`src/rtl/stc_regs.vh`:
```
// Purpose: register map, field positions and reset values of the 16-bit timer/counter
// Assumes: Avalon-MM slave with 32-bit data, one aligned word per register
// Notes:   byte addresses; narrower registers sit in the low bits
`ifndef STC_REGS_VH
`define STC_REGS_VH
`define STC_ADDR_W        4
`define STC_OFF_CONTROL   4'h0
`define STC_OFF_COUNT_LO  4'h4
`define STC_OFF_COUNT_HI  4'h8
`define STC_OFF_FLAGS     4'hC
`define STC_BIT_RUN       0
`define STC_BIT_SRC       1
`define STC_BIT_SYNC_BYP  2
`define STC_BIT_OSC_EN    3
`define STC_BIT_DIV_LO    4
`define STC_BIT_DIV_HI    5
`define STC_BIT_SYSCLK    6
`define STC_BIT_WIDE      7
`define STC_BIT_OVF_FLAG  0
`define STC_BIT_OVF_IE    1
`define STC_CTRL_RESET    8'h00
`define STC_CTRL_WMASK    8'hBF
`define STC_BYTE_ZERO     8'h00
`define STC_COUNT_MAX     16'hFFFF
`define STC_COUNT_ZERO    16'h0000
`define STC_WORD_ZERO     32'h0000_0000
`define STC_TRIG_CODE     4'hB
`define STC_QUARTER       2'h3
`endif

```
`src/rtl/stc_sync2.v`:
```
// Purpose: two flip-flop synchroniser for one level input
// Assumes: async input, destination clock core_clk_i
// Notes:   first stage is read only by the second stage
`timescale 1ns/100ps
`default_nettype none
module stc_sync2 (
  input  wire core_clk_i,
  input  wire resetn_i,
  input  wire async_i,
  output wire sync_o
);
  reg meta_q;
  reg sync_q;
  // two stage capture
  always @(posedge core_clk_i or negedge resetn_i) begin
    if (!resetn_i) begin
      meta_q <= 1'b0;
      sync_q <= 1'b0;
    end else begin
      meta_q <= async_i;
      sync_q <= meta_q;
    end
  end
  assign sync_o = sync_q;
endmodule
`default_nettype wire

```
`src/rtl/stc_divider.v`:
```
// Purpose: count-source input divider, 1:1 to 1:8
// Assumes: tick_i is a one-cycle pulse per source edge
// Notes:   clear_i restarts the divider count
`timescale 1ns/100ps
`default_nettype none
module stc_divider #(
  parameter DIV_W = 3
) (
  input  wire       core_clk_i,
  input  wire       resetn_i,
  input  wire       tick_i,
  input  wire       clear_i,
  input  wire [1:0] select_i,
  output wire       tick_o
);
  reg  [DIV_W-1:0] cnt_q;
  wire [DIV_W-1:0] mask;
  // mask of divider bits used by each code
  assign mask = (select_i == 2'b00) ? 3'b000 :
                (select_i == 2'b01) ? 3'b001 :
                (select_i == 2'b10) ? 3'b011 : 3'b111;
  assign tick_o = tick_i && ((cnt_q & mask) == mask);
  // divider counter
  always @(posedge core_clk_i or negedge resetn_i) begin
    if (!resetn_i) begin
      cnt_q <= {DIV_W{1'b0}};
    end else if (clear_i) begin
      cnt_q <= {DIV_W{1'b0}};
    end else if (tick_i) begin
      cnt_q <= cnt_q + 1'b1;
    end
  end
endmodule
`default_nettype wire

```
`src/rtl/stc_timer.v`:
```
// Purpose: 16-bit timer/counter with source select, divider and wide access
// Assumes: core_clk_i is the system clock; the instruction clock is core_clk_i / 4
// Notes:   registers over Avalon-MM, one wait state on every access
//
// Our own choices: the placing of the registers and the Avalon-MM register port.
`timescale 1ns/100ps
`default_nettype none
`include "stc_regs.vh"
module stc_timer #(
  parameter CNT_W = 16
) (
  input  wire        core_clk_i,
  input  wire        resetn_i,
  input  wire [3:0]  avs_address_i,
  input  wire        avs_read_i,
  input  wire        avs_write_i,
  input  wire [31:0] avs_writedata_i,
  input  wire [3:0]  avs_byteenable_i,
  output reg  [31:0] avs_readdata_o,
  output reg         avs_waitrequest_o,
  input  wire        ext_count_pin_i,
  input  wire        lp_osc_clk_i,
  input  wire        sysclk_from_osc_i,
  input  wire        trigger_i,
  input  wire [3:0]  trigger_mode_i,
  output reg         osc_run_o,
  output reg         pins_force_input_o,
  output reg         overflow_irq_o
);
  ////////////////////////////////////////////////////////////////////////////
  // state
  reg  [7:0]       ctrl_q;
  reg  [CNT_W-1:0] count_q;
  reg  [7:0]       hi_buf_q;
  reg              ovf_flag_q;
  reg              ovf_ie_q;
  reg  [1:0]       phase_q;
  reg              ext_prev_q;
  reg              raw_prev_q;
  reg              raw_meta_q;
  reg              raw_q;
  wire             ext_sync;
  wire             osc_sync;
  wire             sysclk_sync;
  wire             div_tick;
  reg              src_tick;
  wire             bus_req;
  wire             acc_rd;
  wire             acc_wr;
  wire             wr_lo;
  wire             wr_hi;
  wire             rd_lo;
  wire             wr_ctrl;
  wire             wr_flags;
  wire             wide;
  wire             ext_level;
  wire             trig_hit;

  ////////////////////////////////////////////////////////////////////////////
  // input synchronisers
  stc_sync2 u_sync_ext (
    .core_clk_i (core_clk_i),
    .resetn_i   (resetn_i),
    .async_i    (ext_count_pin_i),
    .sync_o     (ext_sync)
  );
  stc_sync2 u_sync_osc (
    .core_clk_i (core_clk_i),
    .resetn_i   (resetn_i),
    .async_i    (lp_osc_clk_i),
    .sync_o     (osc_sync)
  );
  stc_sync2 u_sync_sys (
    .core_clk_i (core_clk_i),
    .resetn_i   (resetn_i),
    .async_i    (sysclk_from_osc_i),
    .sync_o     (sysclk_sync)
  );

  ////////////////////////////////////////////////////////////////////////////
  // bus decode: one wait state, answer on second cycle of a request

  // address match shared by the write decodes and the low-byte read decode
  function addr_hit;
    input [3:0] addr;
    input [3:0] offs;
    begin
      addr_hit = (addr == offs);
    end
  endfunction

  assign bus_req  = (avs_read_i || avs_write_i) && avs_waitrequest_o;
  // read seen: read data and the high-byte snapshot are taken on one edge,
  // so a carry between the two bytes cannot tear a wide read
  assign acc_rd   = avs_read_i && bus_req;
  assign acc_wr   = avs_write_i && !avs_waitrequest_o && avs_byteenable_i[0];
  assign wide     = ctrl_q[`STC_BIT_WIDE];
  assign wr_lo    = acc_wr && addr_hit(avs_address_i, `STC_OFF_COUNT_LO);
  assign wr_hi    = acc_wr && addr_hit(avs_address_i, `STC_OFF_COUNT_HI);
  assign wr_ctrl  = acc_wr && addr_hit(avs_address_i, `STC_OFF_CONTROL);
  assign wr_flags = acc_wr && addr_hit(avs_address_i, `STC_OFF_FLAGS);
  assign rd_lo    = acc_rd && addr_hit(avs_address_i, `STC_OFF_COUNT_LO);

  // waitrequest high while idle, drops for one cycle to complete
  always @(posedge core_clk_i or negedge resetn_i) begin
    if (!resetn_i) begin
      avs_waitrequest_o <= 1'b1;
    end else begin
      avs_waitrequest_o <= !bus_req;
    end
  end

  ////////////////////////////////////////////////////////////////////////////
  // count source selection
  // bypass path: selected source after its two-stage sync, never the raw pin,
  // so no logic reads a level that may still be metastable
  assign ext_level = ctrl_q[`STC_BIT_OSC_EN] ? osc_sync : ext_sync;

  // raw edge path still passes two flops before any logic reads it
  always @(posedge core_clk_i or negedge resetn_i) begin
    if (!resetn_i) begin
      raw_meta_q <= 1'b0;
      raw_q      <= 1'b0;
      raw_prev_q <= 1'b0;
      ext_prev_q <= 1'b0;
      phase_q    <= 2'b00;
    end else begin
      raw_meta_q <= ext_level;
      raw_q      <= raw_meta_q;
      raw_prev_q <= raw_q;
      ext_prev_q <= ctrl_q[`STC_BIT_OSC_EN] ? osc_sync : ext_sync;
      phase_q    <= phase_q + 2'b01;
    end
  end

  // tick generation per source and sync mode
  always @* begin
    src_tick = 1'b0;
    if (!ctrl_q[`STC_BIT_SRC]) begin
      src_tick = (phase_q == `STC_QUARTER);
    end else if (ctrl_q[`STC_BIT_SYNC_BYP]) begin
      src_tick = raw_q && !raw_prev_q;
    end else begin
      src_tick = (ctrl_q[`STC_BIT_OSC_EN] ? osc_sync : ext_sync) && !ext_prev_q;
    end
  end

  stc_divider #(
    .DIV_W (3)
  ) u_div (
    .core_clk_i (core_clk_i),
    .resetn_i   (resetn_i),
    .tick_i     (src_tick && ctrl_q[`STC_BIT_RUN]),
    .clear_i    (wr_lo),
    .select_i   (ctrl_q[`STC_BIT_DIV_HI:`STC_BIT_DIV_LO]),
    .tick_o     (div_tick)
  );

  assign trig_hit = trigger_i && (trigger_mode_i == `STC_TRIG_CODE) &&
                    !(ctrl_q[`STC_BIT_SRC] && ctrl_q[`STC_BIT_SYNC_BYP]);

  ////////////////////////////////////////////////////////////////////////////
  // counter, buffer and control registers
  always @(posedge core_clk_i or negedge resetn_i) begin
    if (!resetn_i) begin
      ctrl_q     <= `STC_CTRL_RESET;
      count_q    <= `STC_COUNT_ZERO;
      hi_buf_q   <= `STC_BYTE_ZERO;
      ovf_flag_q <= 1'b0;
      ovf_ie_q   <= 1'b0;
    end else begin
      if (wr_ctrl) begin
        ctrl_q <= avs_writedata_i[7:0] & `STC_CTRL_WMASK;
      end
      if (rd_lo && wide) begin
        hi_buf_q <= count_q[15:8];
      end
      if (wr_hi && wide) begin
        hi_buf_q <= avs_writedata_i[7:0];
      end
      if (wr_lo) begin
        count_q[7:0] <= avs_writedata_i[7:0];
        if (wide) begin
          count_q[15:8] <= hi_buf_q;
        end
      end else if (wr_hi && !wide) begin
        count_q[15:8] <= avs_writedata_i[7:0];
      end else if (trig_hit) begin
        count_q <= `STC_COUNT_ZERO;
      end else if (div_tick) begin
        count_q <= count_q + 1'b1;
      end
      // overflow flag, set wins over clear
      if (div_tick && !wr_lo && !(wr_hi && !wide) && !trig_hit &&
          count_q == `STC_COUNT_MAX) begin
        ovf_flag_q <= 1'b1;
      end else if (wr_flags) begin
        ovf_flag_q <= avs_writedata_i[`STC_BIT_OVF_FLAG];
      end
      if (wr_flags) begin
        ovf_ie_q <= avs_writedata_i[`STC_BIT_OVF_IE];
      end
    end
  end

  ////////////////////////////////////////////////////////////////////////////
  // read data mux and registered outputs
  always @(posedge core_clk_i or negedge resetn_i) begin
    if (!resetn_i) begin
      avs_readdata_o     <= `STC_WORD_ZERO;
      osc_run_o          <= 1'b0;
      pins_force_input_o <= 1'b0;
      overflow_irq_o     <= 1'b0;
    end else begin
      if (acc_rd) begin
        case (avs_address_i)
          `STC_OFF_CONTROL:  avs_readdata_o <= {24'h00_0000, ctrl_q[7],
                                               sysclk_sync, ctrl_q[5:0]};
          `STC_OFF_COUNT_LO: avs_readdata_o <= {24'h00_0000, count_q[7:0]};
          `STC_OFF_COUNT_HI: avs_readdata_o <= {24'h00_0000,
                                               (wide ? hi_buf_q : count_q[15:8])};
          `STC_OFF_FLAGS:    avs_readdata_o <= {30'h0000_0000, ovf_ie_q, ovf_flag_q};
          default:           avs_readdata_o <= `STC_WORD_ZERO;
        endcase
      end
      osc_run_o          <= ctrl_q[`STC_BIT_OSC_EN];
      pins_force_input_o <= ctrl_q[`STC_BIT_RUN];
      overflow_irq_o     <= ovf_flag_q && ovf_ie_q;
    end
  end
endmodule
`default_nettype wire

```
`config.mk`:
```
export PLATFORM = sky130hd
export DESIGN_NAME = stc_timer
export DESIGN_NICKNAME = d
export VERILOG_FILES = /design/src/rtl/stc_sync2.v /design/src/rtl/stc_divider.v /design/src/rtl/stc_timer.v
export VERILOG_INCLUDE_DIRS = /design/src /design/src/rtl
export SDC_FILE = /design/constraint.sdc
export NUM_CORES = 1
export LEC_CHECK = 0
export BUFFER_PORTS_ARGS = -buffer_cell sky130_fd_sc_hd__buf_4
export CORE_MARGIN = 2
export CORE_UTILIZATION = 59
export CTS_BUF_LIST = sky130_fd_sc_hd__clkbuf_4 sky130_fd_sc_hd__clkbuf_8
export DETAILED_ROUTE_END_ITERATION = 16
export GPL_ROUTABILITY_DRIVEN = 0
export PLACE_DENSITY_LB_ADDON = 0.05
export SLEW_MARGIN = 20
export SYNTH_ARGS = -nofsm -noshare
export SYNTH_HDL_FRONTEND = slang
export SYNTH_HIERARCHICAL = 1
export SYNTH_SLANG_ARGS = --single-unit
```
`constraint.sdc`:
```
create_clock -name core_clk_i -period 4.5 [get_ports core_clk_i]
set_input_delay 0.225 -clock core_clk_i [delete_from_list [all_inputs] [get_ports core_clk_i]]
set_output_delay 0.225 -clock core_clk_i [all_outputs]
set_load 0.05 [all_outputs]
```
==> results of run 1 <==
## worst reg2reg max path, stage by stage (launching register included)
cell      delay (ns)
dfrtp_1         0.41
mux2_2          0.26
nand2_1         0.05
a311oi_1        0.75
o21ai_0         0.24
a21oi_1         0.87
o32ai_2         0.42
a221oi_1        0.33
a21oi_1         0.07
## power by group
group          leakage (nW)  total, mW  internal [mW]  switching [mW]
Clock                 0.108      0.541          0.326           0.215
Sequential            0.751      0.689          0.604          0.0845
Combinational         0.853      0.359          0.131           0.228
## Yosys cell counts, types with 4 or more instances
| library cell | n | area share |
|---|---|---|
| buf_4 | 25 | 0.055 |
| nand3_1 | 10 | 0.015 |
| a21oi_1 | 15 | 0.022 |
| dfrtp_1 | 58 | 0.42 |
| and3_1 | 6 | 0.011 |
| nor4_1 | 4 | 0.0073 |
| a32oi_1 | 8 | 0.020 |
| mux2i_1 | 17 | 0.050 |
| nor2_1 | 22 | 0.024 |
| o22ai_1 | 5 | 0.0091 |
| o21ai_0 | 25 | 0.037 |
| a22oi_1 | 4 | 0.0088 |
| nand2_1 | 26 | 0.028 |
| buf_2 | 6 | 0.0088 |
| inv_1 | 14 | 0.015 |
| mux2_2 | 13 | 0.043 |
| nand2b_1 | 6 | 0.011 |
| nor3_1 | 6 | 0.0088 |
| a22o_1 | 10 | 0.026 |
| clkbuf_1 | 5 | 0.0055 |
## registers in the layout, indices dropped and copies added (netlist names), 2 cells and up
signal	count
count_q	16
phase_q	2
hi_buf_q	8
avs_readdata_o	8
u_div/cnt_q	3
ctrl_q	7
## logic make-up (layout without fill, tap and decap cells)
family,after synthesis,after routing,share of synthesized area
adder cells (fa/ha/maj),3,3,0.0110
XOR/XNOR,3,3,0.00767
buffers and inverters,52,71,0.0891
other,1,24,0.00110
AO/OA/AOI/OAI,90,90,0.185
AND/OR/NAND/NOR,102,102,0.170
multiplexers,32,32,0.106
flip-flops,59,59,0.431
## timing repair
item                                    in CTS  in global routing
endpoints found under the setup margin       0                  0
hold endpoints to repair                    61                  0
hold buffers                                 4                  0
gates resized for setup                      0                  0
## per-layer routing
layer  track usage  share of wire
met5             0              0
met2         0.428           0.44
met4         0.120          0.038
met1         0.382           0.43
met3        0.0618          0.089
## cell type report
type / count / area share
repair buffers: 40 / 0.0798
flip-flops and latches: 59 / 0.380
multi-input cells: 254 / 0.444
clock inverters: 6 / 0.0228
clock buffers: 10 / 0.0354
well taps: 72 / 0.0232
inverters: 15 / 0.0148
## worst paths after layout
| path | from | end | slack [ns] | cells past startpoint |
|---|---|---|---|---|
| worst max-delay path | ctrl_q[3]$_DFFE_PN0P_ | count_q[0]$_DFFE_PN0P_ | 0.95 | 8 |
| worst min-delay path | avs_read_i | avs_waitrequest_o$_DFF_PN1_ | 0.05 | 2 |
| worst max register to register | ctrl_q[3]$_DFFE_PN0P_ | count_q[0]$_DFFE_PN0P_ | 0.95 | 8 |
| worst min register to register | u_sync_sys/meta_q$_DFF_PN0_ | u_sync_sys/sync_o$_DFF_PN0_ | 0.35 | 0 |
| max in group asynchronous | resetn_i | count_q[13]$_DFFE_PN0P_ | 3.54 | 2 |
| min in group asynchronous | resetn_i | raw_q$_DFF_PN0_ | 0.49 | 2 |
## per-stage QoR
step	instances	hold WS, ns	setup WS (ns)
after floorplan	365	-0.0706	2.01
after global placement	436	0.330	1.16
after detailed placement	436	0.334	1.09
after CTS	456	0.0461	1.07
after global routing	456	0.0729	0.690
final	456	0.0454	0.950
==> metrics.txt, run 1 <==
fin util=0.702; placed cell areas=3620 um^2; core area=5540 um^2; die area=6430 um^2; Critical Path AT=3.75 ns; unrepaired setup endpoints after global routing=no; drt initial violations=288; Post-DRT Antenna Nets=0; Worst-path clk slew=0.07 ns; first-pass GRT wire length=13.4 mm; Post-synth EDFFs=0; sequential share of the synthesized area=0.431; final instance area=3890 um^2; Synth Warn #=6; cells after synthesis=342; f_max=282 MHz; most frequent cells in the layout=dfrtp_1 (58), buf_4 (36), nand2_1 (26); final hold violations=0; Rows=27; Routed WL=8.32 mm; drt pass-1 iters=5; status=finished, final reports clean; Period minus WS final=3.55 ns; CP most frequent cell=a21oi_1; #FFs+latches synth=59; hold crit path type=primary input to flip-flop; Max clock buf depth=2; total CTS buffers=9; Skew-Pair Late Insertion Delay=0.35 ns; vias in the first global route=2,580; GRT Util Overall=0.279; Post-CTS Setup Repair Bufs=0; crit share post-route=0.789; drt via density=6.27; slowest stage cell on the critical path=a21oi_1; P&R area growth vs syn=13.6%; Worst setup EP type=flip-flop; Leak=1.71 nW; DIE WIDTH=80.2 um; layout cells sized above 1=0.214; hpwl dp=5.89 mm; Worst Skew=0.00981 ns; Critical Path RT=4.70 ns; VDD IR max=0.354 mV; worst-path fanout max=11; async set-reset flop share out of synthesis=1.00; Max-Cap Viols=0; WP buf/inv=0; Power, Total=1.59 mW; htree depth=3; crit path cell chain=mux2_2 -> nand2_1 -> a311oi_1 -> o21ai_0 -> a21oi_1 -> o32ai_2 -> a221oi_1 -> a21oi_1; initial antenna violation count=0; Starting Density=0.618; multi-input logic area=1730 um^2; Primary FF master, synth=dfrtp_1; Storage cell area=1480 um^2; I/O pins=88; Worst path max stage delay=0.87 ns; clk root buf=clkbuf_8; most common cell after layout, fill and taps aside=dfrtp_1; GR Overflow Total=0; PortBufs=36; Synth Area per Inst=10.0 um^2; Final Net Count=434; DRC Markers=0; Synth cell types=61; CTS tree=done; max-slew violation count=0; Synth Cell Area=3420 um^2; largest net degree at the start of global routing=60; Relative slew margins=0.292; Die Span Y=80.2 um; CP delay by family, top=compound AO/OA/AOI/OAI gates; Final Setup Violations=0; TNS Setup=0 ns; worst setup path class=flip-flop to flip-flop; antenna cells=0; CTS Sinks=59; Startpoint Class=flip-flop; Worst-Margin Slew=1.06 ns; DR WL/cell=18.2 um; Power Density=408 nW/um^2; Layout fillers=426; via count=2,861
Power figures use the tool's default switching activity.
==> run 2: changes to the inputs <==
- CORE_UTILIZATION: 59 -> 55
- clock period: 4.5 -> 3.4 ns (I/O delays scaled with it)
==> metrics.txt, run 2 (synthesis results as in run 1) <==
status=finished, final reports clean; first-pass GRT wire length=14.0 mm; Die Span Y=82.9 um; Worst-Margin Slew=0.789 ns; Critical Path RT=3.59 ns; hold crit path type=primary input to flip-flop; final hold violations=0; PortBufs=36; Rows=28; reg-to-reg critical path startpoint=ctrl_q[3]$_DFFE_PN0P_; Worst-path clk slew=0.08 ns; crit path cell chain=mux2_2 -> nand2_1 -> a311oi_1 -> buf_4 -> o21ai_0 -> a21oi_1 -> buf_4 -> o32ai_2 -> o22ai_1; Max clock buf depth=2; TNS Setup=0 ns; Final Setup Violations=0; GRT Util Overall=0.259; worst setup path class=flip-flop to flip-flop; met1 usage in global routing=0.373; layout cells sized above 1=0.216; most frequent cells in the layout=dfrtp_1 (58), buf_4 (38), nand2_1 (26); DRC Markers=0; initial antenna violation count=0; GRT met3 Usage=0.0557; drt pass-1 iters=5; Final Net Count=438; worst-path fanout max=11; Routed WL=8.52 mm; DR WL/cell=18.4 um; vias in the first global route=2,656; core area=5960 um^2; Starting Density=0.575; Post-DRT Antenna Nets=0; P&R area growth vs syn=13.3%; Top Usage Layer GRT=met2; crit share post-route=0.740; CP most frequent cell=buf_4; Max-Cap Viols=0; slowest stage cell on the critical path=o32ai_2; Top Registers=count_q: 16 flops, avs_readdata_o: 8 flops, hi_buf_q: 8 flops; max reg flops=16; hold_ws=0.0601 ns; Worst setup EP type=flip-flop; clk root buf=clkbuf_8; antenna cells=0; DIE WIDTH=82.9 um; CTS resizes=0; CTS tree=done; die area=6870 um^2; htree depth=3; Startpoint Class=flip-flop; Worst path max stage delay=0.72 ns; max-slew violation count=0; drt initial violations=281; unrepaired setup endpoints after global routing=no; Relative slew margins=0.474; WP buf/inv=2; total CTS buffers=9; Worst Skew=0.00890 ns; Power Density=511 nW/um^2; f_max=398 MHz; HP Start=avs_writedata_i[6]; met2 usage=0.381; hpwl dp=6.01 mm; Worst Setup SP=ctrl_q[3]$_DFFE_PN0P_; Top reg by flops=count_q; Leak=1.71 nW; CP delay by family, top=compound AO/OA/AOI/OAI gates; Skew-Pair Late Insertion Delay=0.36 ns; Layout fillers=514; via count=2,806; largest net degree at the start of global routing=60; CTS Sinks=59; Post-CTS Setup Repair Bufs=0; Period minus WS final=2.52 ns; VDD IR max=0.306 mV; GR Overflow Total=0; Critical Path AT=2.71 ns; drt via density=6.06; I/O pins=88; most common cell after layout, fill and taps aside=dfrtp_1
==> run 2: cell types whose count changed in the layout (fill, tap and decap cells not counted), sizes merged <==
cell | previous run | this run
bufinv | 2 | 0
buf | 36 | 38
clkinvlp | 2 | 1
inv | 14 | 16
clkbuf | 10 | 9
clkinv | 3 | 5
dlygate4sd3 | 4 | 6
==> run 2: worst paths after layout <==
check / endpoint / slack [ns] / cells past startpoint
min: hi_buf_q[6]$_DFFE_PN0P_ / 0.06 / 3
max reg2reg: count_q[6]$_DFFE_PN0P_ / 0.88 / 9
max: count_q[6]$_DFFE_PN0P_ / 0.88 / 9
min reg2reg: u_sync_osc/sync_o$_DFF_PN0_ / 0.36 / 0
max in group asynchronous: count_q[9]$_DFFE_PN0P_ / 2.50 / 2
min in group asynchronous: raw_q$_DFF_PN0_ / 0.42 / 2
==> run 2: power breakdown <==
group / internal [mW] / leakage [nW] / switching, mW / total, mW
combinational: 0.177 / 0.872 / 0.299 / 0.476
clock: 0.268 / 0.0900 / 0.319 / 0.588
sequential: 0.799 / 0.751 / 0.118 / 0.917
==> run 2: final cells by class <==
cell class                 instances  area, um^2  area share
multi-input combinational        254        1730       0.445
sequential                        59        1480       0.381
timing repair buffer              44         345      0.0890
clock buffer                       9         124      0.0319
tap                               75        93.8      0.0242
inverter                          15        57.6      0.0148
clock inverter                     7        52.6      0.0135
==> run 2: repair_timing <==
action / CTS / global route
hold buffers: 6 / 0
endpoints found under the setup margin: 0 / 0
endpoints found under the hold margin: 62 / 0
==> run 2: per-stage QoR <==
| stage | cell area, um^2 | instances | setup WS, ns | power (mW) | util |
|---|---|---|---|---|---|
| after detailed placement | 3640 | 441 | 0.944 | 1.39 | 0.612 |
| after global routing | 3880 | 463 | 0.736 | 2.07 | 0.651 |
| final | 3880 | 463 | 0.885 | 1.98 | 0.651 |
| after CTS | 3880 | 463 | 0.915 | 1.98 | 0.651 |
| after global placement | 3640 | 441 | 0.994 | 1.38 | 0.612 |
| after floorplan | 3510 | 365 | 0.907 | 1.27 | - |
==> run 2: metal layers <==
layer / wire [um] / vias up
met5: 0 / -
met4: 221 / 0
met3: 652 / 18
met2: 3740 / 133
met1: 3910 / 1356
li1: - / 1299
==> run 2: worst reg2reg max path, stage by stage (launching register included) <==
cell and delay [ns]:
dfrtp_1 0.40, mux2_2 0.36, nand2_1 0.06, a311oi_1 0.09, buf_4 0.17, o21ai_0 0.08
a21oi_1 0.07, buf_4 0.18, o32ai_2 0.72, o22ai_1 0.22
==> run 3: changes to the inputs <==
- clock period: 3.4 -> 2.35 ns (I/O delays scaled with it)
==> metrics.txt, run 3 (synthesis results as in run 1) <==
status=finished, final reports clean; Leak=1.77 nW; Worst-Margin Slew=0.742 ns; TNS Setup=0 ns; max reg flops=16; slowest stage cell on the critical path=dfrtp_1; Rows=28; final hold violations=0; initial antenna violation count=0; max-slew violation count=0; Worst-path clk slew=0.07 ns; Routed WL=8.76 mm; first-pass GRT wire length=14.1 mm; Layout fillers=484; core area=5960 um^2; most frequent cells in the layout=dfrtp_1 (58), buf_4 (48), nand2_1 (26); Critical Path AT=2.41 ns; PortBufs=36; Relative slew margins=0.505; P&R area growth vs syn=16.6%; Power Density=758 nW/um^2; die area=6870 um^2; DRC Markers=0; WP buf/inv=2; DR WL/cell=18.5 um; Top Registers=count_q: 16 flops, avs_readdata_o: 8 flops, hi_buf_q: 8 flops; unrepaired setup endpoints after global routing=no; Skew-Pair Late Insertion Delay=0.35 ns; Max-Cap Viols=0; Final Net Count=448; Post-DRT Antenna Nets=0; worst-path fanout max=7; fin util=0.670; clk root buf=clkbuf_8; crit path cell chain=mux2_2 -> nand2_1 -> a311oi_2 -> o21ai_0 -> a21oi_1 -> buf_4 -> nand3b_1 -> buf_4 -> nor2_1 -> nor3_1; CTS tree=done; Worst path max stage delay=0.40 ns; GRT Util Overall=0.263; CTS Sinks=59; CP most frequent cell=buf_4; drt via density=6.15; DIE WIDTH=82.9 um; Critical Path RT=2.59 ns; multi-input logic area=1730 um^2; vias in the first global route=2,561; Top reg by flops=count_q; total CTS buffers=9; CTS resizes=0; drt initial violations=221; antenna cells=0; Startpoint Class=flip-flop; Max clock buf depth=2; Worst setup EP type=flip-flop; f_max=460 MHz; drt pass-1 iters=5; layout cells sized above 1=0.239; htree depth=3; GR Overflow Total=0; worst setup path class=flip-flop to flip-flop; Period minus WS final=2.17 ns; I/O pins=88; Storage cell area=1480 um^2; largest net degree at the start of global routing=60; Die Span Y=82.9 um; hold crit path type=primary input to flip-flop; crit share post-route=0.925; hpwl dp=6.22 mm; most common cell after layout, fill and taps aside=dfrtp_1; Worst Skew=0.00588 ns; VDD IR max=0.529 mV; Starting Density=0.575; via count=2,907; CP delay by family, top=compound AO/OA/AOI/OAI gates; Final Setup Violations=0
[run 3: cell types whose count changed in the layout (fill, tap and decap cells not counted), sizes merged]
cell,previous run,this run
clkinv,5,3
inv,16,14
bufinv,0,1
buf,38,48
clkinvlp,1,2
clkbuf,9,11
[run 3: cell type report]
type | count | share of cell area
inverter | 15 | 0.0144
clock buffer | 11 | 0.0364
sequential | 59 | 0.370
clock inverter | 5 | 0.0157
multi-input combinational | 254 | 0.434
timing repair buffer | 54 | 0.105
tap | 75 | 0.0235
[run 3: power breakdown]
| part | internal [mW] | switching [mW] | leakage (nW) |
|---|---|---|---|
| clock | 0.534 | 0.440 | 0.0992 |
| combinational | 0.268 | 0.445 | 0.923 |
| sequential | 1.16 | 0.180 | 0.751 |
[run 3: stage by stage]
stage               total power [mW]  instances  setup WS [ns]  hold WS [ns]  instance area, um^2
global placement                2.01        447          0.138         0.228                 3690
detailed placement              2.04        447          0.128         0.227                 3690
CTS                             3.02        469          0.103        0.0216                 3960
global route                    3.16        473         0.0131        0.0345                 3990
finish                          3.02        473          0.177        0.0316                 3990
floorplan                       1.83        365         0.0123        -0.178                 3520
[run 3: layer usage]
metal,track usage,part of all wire
met4,0.119,0.026
met2,0.371,0.44
met1,0.393,0.45
met5,0,0
met3,0.0487,0.089
[run 3: what timing repair did]
item / CTS / global route
hold buffers: 6 / 0
endpoints found under the hold margin: 62 / 0
buffers inserted: 0 / 4
endpoints found under the setup margin: 0 / 6
[run 3: final timing paths]
| path | startpoint | end | slack (ns) | depth (start not counted) |
|---|---|---|---|---|
| worst min-delay path | avs_writedata_i[3] | hi_buf_q[3]$_DFFE_PN0P_ | 0.03 | 3 |
| max in group asynchronous | resetn_i | count_q[4]$_DFFE_PN0P_ | 1.48 | 2 |
| worst max register to register | ctrl_q[3]$_DFFE_PN0P_ | count_q[10]$_DFFE_PN0P_ | 0.18 | 10 |
| worst min register to register | u_sync_osc/meta_q$_DFF_PN0_ | u_sync_osc/sync_o$_DFF_PN0_ | 0.35 | 0 |
| min in group asynchronous | resetn_i | raw_prev_q$_DFF_PN0_ | 0.38 | 2 |
| worst max-delay path | ctrl_q[3]$_DFFE_PN0P_ | count_q[10]$_DFFE_PN0P_ | 0.18 | 10 |
[run 3: worst min-delay path: stages]
cell and delay, ns:
buf_4 0.12, nand2_1 0.05, o21ai_0 0.06
